--- src/design/cmt_defs.vh ---
// Constants of the coil message command translator.
`ifndef CMT_DEFS_VH
`define CMT_DEFS_VH

// ----------------------------------------
// Operation codes and bus function codes
// ----------------------------------------
`define CMT_OP_WR 16'h0065
`define CMT_OP_RD 16'h0066
`define CMT_FN_WR 8'h0f
`define CMT_FN_RD 8'h01

// ----------------------------------------
// Status codes written to the second word
// ----------------------------------------
`define CMT_ST_OK 16'h0000
`define CMT_ST_OPC 16'h0001
`define CMT_ST_CNT 16'h0002
`define CMT_ST_OFF 16'h0003
`define CMT_ST_EXC 16'h0100

// ----------------------------------------
// Register offsets and reset values
// ----------------------------------------
`define CMT_REG_CTRL 4'h0
`define CMT_REG_IST 4'h1
`define CMT_REG_IMSK 4'h2
`define CMT_REG_LAST 4'h3
`define CMT_CTRL_RST 1'b1
`define CMT_IMSK_RST 2'h0

// ----------------------------------------
// Field positions
// ----------------------------------------
`define CMT_IRQ_DONE 0
`define CMT_IRQ_ERR 1

// ----------------------------------------
// Sizes
// ----------------------------------------
`define CMT_MAX_WORDS 100
`define CMT_WORD_BITS 16

`endif

--- src/design/cmt_top.v ---
// Coil write and coil read command translator with its register port.
//
// The register offsets and the plain strobed port were chosen for this implementation.
`timescale 1ns/1ps
`default_nettype none
`include "cmt_defs.vh"
// What this block does
// Opcode 101 sends a function 15 multiple coil write request.
// Write coils start at the first data word's most significant bit.
// After sixteen bits continue at the next word's most significant bit.
// Coil count comes from word three, starting coil from word four.
// The same coil count sets request size for write and read.
// Opcode 102 sends a function 1 coil read, bits go to data.
// Read bits packed MSB first, positions past the count cleared.
// Network target: word five holds slot high, unit index low.
// Serial target: word six holds drop count high, first drop low.
// Drops two to seven come from words seven to nine, beyond count zero.
// Network address octets are the low bytes of words six to nine.
// Outcome is written to word two, zero success, else error code.
module cmt_top #(
	parameter MAX_WORDS = `CMT_MAX_WORDS,
	parameter AW = 7
) (
	// Clock and reset.
	input wire i_clk,
	input wire i_srst,
	// Control block from the PLC logic.
	input wire i_start,
	input wire i_serial,
	input wire [15:0] i_ctl_op,
	input wire [15:0] i_ctl_cnt,
	input wire [15:0] i_ctl_coil,
	input wire [15:0] i_ctl_w5,
	input wire [15:0] i_ctl_w6,
	input wire [15:0] i_ctl_w7,
	input wire [15:0] i_ctl_w8,
	input wire [15:0] i_ctl_w9,
	// Status word back to the PLC logic.
	output wire o_sts_wr,
	output wire [15:0] o_sts_val,
	// PLC data area port.
	output wire o_dat_rd,
	output wire o_dat_wr,
	output wire [AW-1:0] o_dat_addr,
	output wire [15:0] o_dat_wdata,
	input wire [15:0] i_dat_rdata,
	// Request to the bus engine.
	output wire o_req_valid,
	output wire [7:0] o_req_fn,
	output wire [15:0] o_req_coil,
	output wire [15:0] o_req_qty,
	output wire o_req_serial,
	output wire [7:0] o_req_slot,
	output wire [7:0] o_req_unit,
	output wire [31:0] o_req_ip,
	output wire [7:0] o_req_drop_n,
	output wire [55:0] o_req_drops,
	// Coil bits to and from the bus engine.
	output wire o_cbit_valid,
	output wire o_cbit,
	input wire i_rbit_valid,
	input wire i_rbit,
	input wire i_rsp_valid,
	input wire [7:0] i_rsp_exc,
	// Register port.
	input wire [3:0] i_reg_addr,
	input wire [15:0] i_reg_wdata,
	input wire i_reg_wr,
	input wire i_reg_rd,
	output wire [15:0] o_reg_rdata,
	// Interrupt.
	output wire o_irq
);

	// ----------------------------------------
	// States
	// ----------------------------------------
	localparam [6:0] S_IDLE = 7'h01;
	localparam [6:0] S_FETCH = 7'h02;
	localparam [6:0] S_LOAD = 7'h04;
	localparam [6:0] S_CAP = 7'h08;
	localparam [6:0] S_SHIFT = 7'h10;
	localparam [6:0] S_RBIT = 7'h20;
	localparam [6:0] S_WAIT = 7'h40;
	// The product is 32 bits wide; the count port only needs the low half.
	localparam [31:0] MAX_COILS_W = MAX_WORDS * `CMT_WORD_BITS;
	localparam [15:0] MAX_COILS = MAX_COILS_W[15:0];

	// Keeps a drop only when its position lies within the drop count.
	function [7:0] keep_drop;
		input [7:0] drop;
		input [7:0] n;
		input [7:0] pos;
		begin
			keep_drop = (pos <= n) ? drop : 8'h00;
		end
	endfunction

	reg [6:0] st_q;
	reg [15:0] rem_q;
	reg [3:0] pos_q;
	reg [AW-1:0] widx_q;
	reg [15:0] sreg_q;
	reg wr_op_q;
	reg sts_wr_q;
	reg [15:0] sts_val_q;
	reg dat_rd_q;
	reg dat_wr_q;
	reg [15:0] dat_wdata_q;
	reg req_q;
	reg [7:0] fn_q;
	reg [15:0] coil_q;
	reg [15:0] qty_q;
	reg ser_q;
	reg [7:0] slot_q;
	reg [7:0] unit_q;
	reg [31:0] ip_q;
	reg [7:0] drop_n_q;
	reg [55:0] drops_q;
	reg cbv_q;
	reg cb_q;
	reg en_q;
	reg [1:0] ist_q;
	reg [1:0] imsk_q;
	reg [15:0] rdata_q;
	reg irq_q;
	reg ev_done;
	reg ev_err;
	reg [1:0] ist_d;
	reg [15:0] rmerge;
	reg [15:0] rd_sel;
	wire [7:0] dn;

	// A network target has no route, so no drop may leak from word six.
	assign dn = i_serial ? i_ctl_w6[15:8] : 8'h00;

	// Read bit merged into the word being packed, MSB first.
	always @*
	begin
		rmerge = sreg_q;
		rmerge[4'd15 - pos_q] = i_rbit;
	end

	// ----------------------------------------
	// Command sequencer
	// ----------------------------------------
	// Accepts a control block, issues the request, moves coil bits.
	always @(posedge i_clk)
	begin
		req_q <= 1'b0;
		dat_rd_q <= 1'b0;
		dat_wr_q <= 1'b0;
		cbv_q <= 1'b0;
		sts_wr_q <= 1'b0;
		ev_done <= 1'b0;
		ev_err <= 1'b0;
		if (i_srst)
		begin
			st_q <= S_IDLE;
			rem_q <= 16'h0000;
			pos_q <= 4'h0;
			widx_q <= {AW{1'b0}};
			sreg_q <= 16'h0000;
			wr_op_q <= 1'b0;
			sts_val_q <= `CMT_ST_OK;
			dat_wdata_q <= 16'h0000;
			fn_q <= 8'h00;
			coil_q <= 16'h0000;
			qty_q <= 16'h0000;
			ser_q <= 1'b0;
			slot_q <= 8'h00;
			unit_q <= 8'h00;
			ip_q <= 32'h0000_0000;
			drop_n_q <= 8'h00;
			drops_q <= 56'h0;
			cb_q <= 1'b0;
		end
		else
		begin
			case (st_q)
			S_IDLE:
			begin
				if (i_start)
				begin
					pos_q <= 4'h0;
					widx_q <= {AW{1'b0}};
					sreg_q <= 16'h0000;
					rem_q <= i_ctl_cnt;
					qty_q <= i_ctl_cnt;
					coil_q <= i_ctl_coil;
					wr_op_q <= (i_ctl_op == `CMT_OP_WR);
					ser_q <= i_serial;
					slot_q <= i_ctl_w5[15:8];
					unit_q <= i_serial ? 8'h00 : i_ctl_w5[7:0];
					ip_q <= {i_ctl_w6[7:0], i_ctl_w7[7:0],
						i_ctl_w8[7:0], i_ctl_w9[7:0]};
					drop_n_q <= dn;
					drops_q <= {keep_drop(i_ctl_w6[7:0], dn, 8'd1),
						keep_drop(i_ctl_w7[15:8], dn, 8'd2),
						keep_drop(i_ctl_w7[7:0], dn, 8'd3),
						keep_drop(i_ctl_w8[15:8], dn, 8'd4),
						keep_drop(i_ctl_w8[7:0], dn, 8'd5),
						keep_drop(i_ctl_w9[15:8], dn, 8'd6),
						keep_drop(i_ctl_w9[7:0], dn, 8'd7)};
					if (!en_q)
					begin
						sts_val_q <= `CMT_ST_OFF;
						sts_wr_q <= 1'b1;
						ev_err <= 1'b1;
					end
					else if (i_ctl_op != `CMT_OP_WR &&
						i_ctl_op != `CMT_OP_RD)
					begin
						sts_val_q <= `CMT_ST_OPC;
						sts_wr_q <= 1'b1;
						ev_err <= 1'b1;
					end
					else if (i_ctl_cnt == 16'h0000 ||
						i_ctl_cnt > MAX_COILS)
					begin
						sts_val_q <= `CMT_ST_CNT;
						sts_wr_q <= 1'b1;
						ev_err <= 1'b1;
					end
					else if (i_ctl_op == `CMT_OP_WR)
					begin
						fn_q <= `CMT_FN_WR;
						req_q <= 1'b1;
						st_q <= S_FETCH;
					end
					else
					begin
						fn_q <= `CMT_FN_RD;
						req_q <= 1'b1;
						st_q <= S_RBIT;
					end
				end
			end
			S_FETCH:
			begin
				dat_rd_q <= 1'b1;
				st_q <= S_LOAD;
			end
			S_LOAD:
				st_q <= S_CAP;
			S_CAP:
			begin
				sreg_q <= i_dat_rdata;
				st_q <= S_SHIFT;
			end
			S_SHIFT:
			begin
				cbv_q <= 1'b1;
				cb_q <= sreg_q[15];
				sreg_q <= {sreg_q[14:0], 1'b0};
				rem_q <= rem_q - 16'h0001;
				pos_q <= pos_q + 4'h1;
				if (rem_q == 16'h0001)
					st_q <= S_WAIT;
				else if (pos_q == 4'hf)
				begin
					widx_q <= widx_q + {{(AW-1){1'b0}}, 1'b1};
					st_q <= S_FETCH;
				end
			end
			S_RBIT:
			begin
				if (i_rsp_valid)
				begin
					sts_val_q <= `CMT_ST_EXC | {8'h00, i_rsp_exc};
					sts_wr_q <= 1'b1;
					ev_err <= 1'b1;
					st_q <= S_IDLE;
				end
				else if (i_rbit_valid)
				begin
					rem_q <= rem_q - 16'h0001;
					pos_q <= pos_q + 4'h1;
					sreg_q <= rmerge;
					if (rem_q == 16'h0001 || pos_q == 4'hf)
					begin
						dat_wr_q <= 1'b1;
						dat_wdata_q <= rmerge;
						sreg_q <= 16'h0000;
					end
					if (rem_q == 16'h0001)
						st_q <= S_WAIT;
				end
				if (dat_wr_q)
					widx_q <= widx_q + {{(AW-1){1'b0}}, 1'b1};
			end
			S_WAIT:
			begin
				if (i_rsp_valid)
				begin
					sts_val_q <= (i_rsp_exc == 8'h00) ? `CMT_ST_OK :
						(`CMT_ST_EXC | {8'h00, i_rsp_exc});
					sts_wr_q <= 1'b1;
					ev_done <= (i_rsp_exc == 8'h00);
					ev_err <= (i_rsp_exc != 8'h00);
					st_q <= S_IDLE;
				end
			end
			default:
				st_q <= S_IDLE;
			endcase
		end
	end

	// ----------------------------------------
	// Register port and interrupt
	// ----------------------------------------
	// Sticky events; a new event wins over a write-one clear.
	always @*
	begin
		ist_d = ist_q;
		if (i_reg_wr && i_reg_addr == `CMT_REG_IST)
			ist_d = ist_q & ~i_reg_wdata[1:0];
		ist_d[`CMT_IRQ_DONE] = ist_d[`CMT_IRQ_DONE] | ev_done;
		ist_d[`CMT_IRQ_ERR] = ist_d[`CMT_IRQ_ERR] | ev_err;
	end

	// Read data selection; unmapped offsets read zero.
	always @*
	begin
		case (i_reg_addr)
		`CMT_REG_CTRL: rd_sel = {15'h0000, en_q};
		`CMT_REG_IST: rd_sel = {14'h0000, ist_q};
		`CMT_REG_IMSK: rd_sel = {14'h0000, imsk_q};
		`CMT_REG_LAST: rd_sel = sts_val_q;
		default: rd_sel = 16'h0000;
		endcase
	end

	// Register updates, read data one cycle after the strobe.
	always @(posedge i_clk)
	begin
		if (i_srst)
		begin
			en_q <= `CMT_CTRL_RST;
			ist_q <= 2'h0;
			imsk_q <= `CMT_IMSK_RST;
			rdata_q <= 16'h0000;
			irq_q <= 1'b0;
		end
		else
		begin
			ist_q <= ist_d;
			if (i_reg_wr && i_reg_addr == `CMT_REG_CTRL)
				en_q <= i_reg_wdata[0];
			if (i_reg_wr && i_reg_addr == `CMT_REG_IMSK)
				imsk_q <= i_reg_wdata[1:0];
			rdata_q <= i_reg_rd ? rd_sel : 16'h0000;
			irq_q <= |(ist_d & imsk_q);
		end
	end

	// Outputs straight from flip-flops.
	assign o_sts_wr = sts_wr_q;
	assign o_sts_val = sts_val_q;
	assign o_dat_rd = dat_rd_q;
	assign o_dat_wr = dat_wr_q;
	assign o_dat_addr = widx_q;
	assign o_dat_wdata = dat_wdata_q;
	assign o_req_valid = req_q;
	assign o_req_fn = fn_q;
	assign o_req_coil = coil_q;
	assign o_req_qty = qty_q;
	assign o_req_serial = ser_q;
	assign o_req_slot = slot_q;
	assign o_req_unit = unit_q;
	assign o_req_ip = ip_q;
	assign o_req_drop_n = drop_n_q;
	assign o_req_drops = drops_q;
	assign o_cbit_valid = cbv_q;
	assign o_cbit = cb_q;
	assign o_reg_rdata = rdata_q;
	assign o_irq = irq_q;

endmodule // cmt_top
`default_nettype wire

--- config.mk ---
export PLATFORM = sky130hd
export DESIGN_NAME = cmt_top
export DESIGN_NICKNAME = d
export VERILOG_FILES = /design/src/design/cmt_top.v
export VERILOG_INCLUDE_DIRS = /design/src /design/src/design
export SDC_FILE = /design/constraint.sdc
export NUM_CORES = 1
export LEC_CHECK = 0
export BUFFER_PORTS_ARGS = -buffer_cell sky130_fd_sc_hd__buf_2
export CORE_AREA = 2 2 170 172
export CTS_CLUSTER_SIZE = 25
export DETAILED_ROUTE_END_ITERATION = 12
export DIE_AREA = 0 0 172 174
export GPL_ROUTABILITY_DRIVEN = 1
export PLACE_DENSITY = 0.7
export SLEW_MARGIN = 10
export SYNTH_ARGS = -nofsm -noshare
export SYNTH_HDL_FRONTEND = slang
export SYNTH_SLANG_ARGS = --single-unit
--- constraint.sdc ---
create_clock -name i_clk -period 2.55 [get_ports i_clk]
set_clock_uncertainty 0.2 [all_clocks]
set_input_delay 0.1275 -clock i_clk [delete_from_list [all_inputs] [get_ports i_clk]]
set_output_delay 0.1275 -clock i_clk [all_outputs]
set_load 0.005 [all_outputs]
* Word level (Yosys, flattened, before mapping)
Cells that the tools add are included.
Cells by class: $add $sub $neg 4, order comparisons 10, equal/unequal tests 30, muxes and demuxes 65, bitwise gates (word level) 15, reductions and logical operators 28
Operators with widths (number):
- 2-to-1 mux 16 bit | 13
- one-hot mux 16 bit (4 select lines) | 2
- 2-to-1 mux 7 bit | 14
- one-hot mux 16 bit (3 select lines) | 2
- 2-to-1 mux 8 bit | 9
- one-hot mux 7 bit (7 select lines) | 1
- <= comparator 3 x 8 -> 1 bit (first input constant) | 4
- != test 16 x 7 -> 1 bit (second input constant) | 2
- != test 2 bit (second input constant) | 11
- one-hot mux 7 bit (3 select lines) | 1
- bitwise mux 16 bit | 1
- equality test 16 x 1 -> 1 bit (second input constant) | 1
- equality test 16 x 7 -> 1 bit (second input constant) | 1
- > comparator 16 x 11 -> 1 bit (second input constant) | 1
- <= comparator 2 x 8 -> 1 bit (first input constant) | 2
- zero test 16 bit | 1
- 2-to-1 mux 4 bit | 4
- subtractor 16 x 1 -> 16 bit (second input constant) | 1
- AND reduction 5 bit | 3
- one-hot mux 4 bit (3 select lines) | 1
- AND reduction 4 bit | 3
- 2-to-1 mux 1 bit | 11
- NOT 1 bit | 10
- 2-to-1 mux 9 bit | 1
- 39 further kinds | 52
Storage, ports and cells: flip-flop bits (word level) 265, output and inout port bits 215, word-level logic and storage cells 181

* Longest topological paths before layout
depth after elaboration 10, mapped depth 9, depth with buffers taken out 7

* Worst setup path after synthesis
OpenSTA, ideal clock, no wires.
path type reg2reg, start register st_q[4], end register rem_q[3], setup time 0.128 ns, arrival 2.070 ns, required time 2.222 ns, slack 0.152 ns, stages on the path, launching flop included 9, clock period less this slack 2.398 ns, cell sequence dfxtp_1 > or4b_4 > or2_1 > clkbuf_1 > a211oi_2 > buf_2 > o21ai_0 > a21oi_1 > nor2_1
Between the ends: word-level cells in the longest chain between the ends 3, elaborated cells on any way between the ends 9, classes of those cells 6 x eq/ne; 1 x mux; 2 x reduce/logical
Ends and longest elaborated chain:
- start: declaration | line cmt_top.v:99 | reg [6:0] st_q;
- start signal: assignment | line cmt_top.v:159 | st_q <= S_IDLE;
- start signal: assignment | line cmt_top.v:229 | st_q <= S_FETCH;
- start signal: assignment | line cmt_top.v:235 | st_q <= S_RBIT;
- equality test 7 x 6 -> 1 bit (tied with other cells) | line cmt_top.v:180 | case (st_q)
- != test 2 bit (no source line) or nonzero test 3 bit (tied branches)
- AND reduction 4 bit (no source line)
- end signal: assignment | line cmt_top.v:188 | rem_q <= i_ctl_cnt;
- end signal: assignment | line cmt_top.v:256 | rem_q <= rem_q - 16'h0001;
- end signal: assignment | line cmt_top.v:277 | rem_q <= rem_q - 16'h0001;
- end: declaration | line cmt_top.v:100 | reg [15:0] rem_q;
Several ways; a longest one is shown, not always the timed one. A chain may end at the register's enable or synchronous reset.

* Worst setup path in the final report
start register st_q[3], end register widx_q[3] (netlist: o_dat_addr[3])
Between the ends: word-level cells in the longest chain between the ends 3, elaborated cells on any way between the ends 10, classes of those cells 7 x eq/ne; 1 x mux; 2 x reduce/logical
Ends and longest elaborated chain:
- equality test 7 x 5 -> 1 bit (tied with other cells) | line cmt_top.v:180
- != test 2 bit (no source line) or nonzero test 3 bit (tied branches)
- AND reduction 5 bit (no source line)
- end signal: assignment | line cmt_top.v:162 | widx_q <= {AW{1'b0}};
- end signal: assignment | line cmt_top.v:186 | widx_q <= {AW{1'b0}};
- end signal: assignment | line cmt_top.v:262 | widx_q <= widx_q + {{(AW-1){1'b0}}, 1'b1};
- end: declaration | line cmt_top.v:102 | reg [AW-1:0] widx_q;
Several ways; a longest one is shown, not always the timed one.

==> metrics.yaml <==
use_met1_pct: 26.0
grt_usage_pct: 22.7
ys_warn_count: 0
cp.arrival_ps: 2740
hold_violations: 0
max-cap-violations: 0
wirelength_mm: 36.1
drt-initial-drc-count: 650
hold_end: "o_req_valid$_SDFF_PP0_"
num_io_pins: 396
place_ws_ps: -15.9
cp_max_fo: 8
holdPathStages: 6
grt_pass1_vias: 10983
worstMarginPinSlew_ps: 824
ys_seq_area_share_pct: 47.7
grt_first_pass_wirelength_mm: 55.5
hp-start: "i_ctl_op[9]"
setup_viol: 0
synthToLayoutAreaGrowth_pct: 48.1
tritoncts.num_buffers: 27
fin_nets: 1971
ys_ff_latch: 245
report.final.slew_viol_count: 0
synth_edf_count: 0
fmax_ghz: 0.403
final_common_cell: "buf_2"
status: "finished clean"
dr_total_vias: 11244
reg2reg_depth: 6
die_area_um2: 29900
port_buffers: 363
critPathLaunchType: "flip-flop"
required_ps: 2810
wire_per_inst_um: 16.5
dr.pass1.iters: 5
cts_tree: "yes"
syn_area_um2: 10300
drc_errors: 0
crit_type: "reg -> reg"
antenna_found_initial: 1
synth-main-ff-cell: "dfxtp_1"
powerDensity_nw_per_um2: 616
met3_usage_pct: 4.62
die_x_um: 172
fin_setup_tns_ps: 0
busiest_layer: "met2"
ir_drop_v: 0.000531
htreeDepth: 1
start_util_pct: 36.4
cts.path.max_buffers: 3
p_leak_nw: 6.74
clk-insertion-delay-late_ps: 520
cts.sinks: 245
drive_gt1_share_pct: 27.3
min_path_type: "in -> reg"
synthArstFlopShare_pct: 0
dieHeight_um: 174
worst_r2r_startpoint: "st_q[3]$_SDFFE_PP0P_"
grt_max_degree: 145
final_util_pct: 53.9
postSynthCellCount: 1264
synthDistinctLibCells: 65
antenna_left: 0
grt.overflow.total: 0
fin_crit_sh_pct: 97.3
rows: 62
dpl.hpwl_mm: 23.5
r2r-end: "o_dat_addr[3]$_SDFFE_PP0P_"
routabilityCongestion: 0.862
final_cell_mix: "buf_2 (362), nand2_1 (250), dfxtp_1 (243)"
finalCriticalPeriod_ps: 2480
fillers: 2561
timing.final.ws_setup_ps: 68.7
grt_util_met2_pct: 40.5
endpoint_kind: "flip-flop"
relSlewSlack_pct: 45.1
cts-root-buf: "clkbuf_16"
clk_pin_slew_ps: 60
rsz0062_at_grt: "yes"
ff2ff_setup_slack_ps: 70
avgSynthCellArea_um2: 8.13
startpoint: "st_q[3]$_SDFFE_PP0P_"
core_area_um2: 28200
drt-vias-per-instance: 5.14
[where the power goes]
part	switching, mW	total (mW)	internal, mW
sequential	0.0943	4.08	3.99
combinational	0.691	1.29	0.602
clock	1.62	4.00	2.38
total	2.41	9.38	6.97
[synth_stat cells, types with 16 or more instances]
cell / instances / area share, %
a22oi_1: 43 / 3.1
nand2_1: 250 / 9.1
nor2_1: 118 / 4.3
dfxtp_1: 245 / 48
nand3_1: 51 / 2.5
o21ai_0: 48 / 2.3
nor3_1: 23 / 1.1
a22o_1: 16 / 1.4
clkbuf_1: 68 / 2.5
a21oi_1: 162 / 7.9
mux2i_1: 21 / 2.0
buf_4: 24 / 1.8
a211oi_1: 19 / 1.4
[per-layer routing]
layer | routed length, µm | share of wire, %
met5 | 0 | 0
met4 | 1450 | 4.0
met3 | 2860 | 7.9
met2 | 17900 | 50
met1 | 13900 | 39
[stage by stage]
stage                     power, mW  cell area [µm²]  hold slack, ps  std cells
after global routing           9.74            15200            87.1       2187
after CTS                      9.41            15100            47.0       2181
after global placement         5.20            12600             161       1973
after floorplan                4.71            10300            63.5       1281
after detailed placement       5.22            12600             172       1973
final                          9.38            15200            73.1       2187
[timing repair]
| item | in CTS | in global routing |
|---|---|---|
| hold buffers | 160 | 1 |
| setup buffers | 0 | 4 |
| resized for setup | 2 | 14 |
| gates cloned | 0 | 1 |
| setup endpoints to repair | 19 | 67 |
| endpoints found under the hold margin | 233 | 2 |
| pin swaps | 0 | 9 |
[worst max-delay path by stage]
stage / endpoint / depth (start not counted)
after floorplan: rem_q[3]$_SDFFE_PP0P_ / 8
after global placement: o_req_drops[26]$_SDFFE_PP0P_ / 7
after detailed placement: sreg_q[14]$_SDFFE_PP0P_ / 6
after CTS: sreg_q[14]$_SDFFE_PP0P_ / 6
after global routing: rem_q[7]$_SDFFE_PP0P_ / 6
final: o_dat_addr[3]$_SDFFE_PP0P_ / 6
[final cells by class]
type / count / area, µm² / share of cell area, %
diodes: 1 / 2.50 / 0.0164
clock buffers: 38 / 797 / 5.24
clock inverters: 10 / 119 / 0.781
inverters: 13 / 52.6 / 0.345
multi-input cells: 918 / 4940 / 32.4
flip-flops and latches: 245 / 4910 / 32.2
well taps: 384 / 480 / 3.16
repair buffers: 578 / 3930 / 25.8
[worst max-delay path, cell delays in order, from the launching register on]
cell	delay, ps
dfxtp_2	320
or4b_4	570
or3_4	500
a2bb2oi_4	210
o211ai_4	130
or3_1	360
a21oi_1	120
[flip-flops by register name, indices dropped and copies added, names as in the netlist, 8 cells and up]
register and count:
o_dat_wdata 16, o_reg_rdata 9, o_req_coil 16, o_req_drop_n 8, o_req_drops 56, o_req_ip 32, o_req_qty 16, o_req_slot 8
o_req_unit 8, o_sts_val 9, rem_q 16, sreg_q 16
[logic make-up (layout without fill, tap and decap cells)]
family	Yosys count	in the layout	share of synthesized area [%]
simple gates	531	531	23.1
compound gates	333	333	20.1
flops	245	245	47.7
buf+inv	118	639	5.40
mux	24	24	2.37
fa+ha+maj	7	7	0.852
xor+xnor	5	5	0.426
other cells	1	19	0.0365
(Power assumes the default switching activity.)
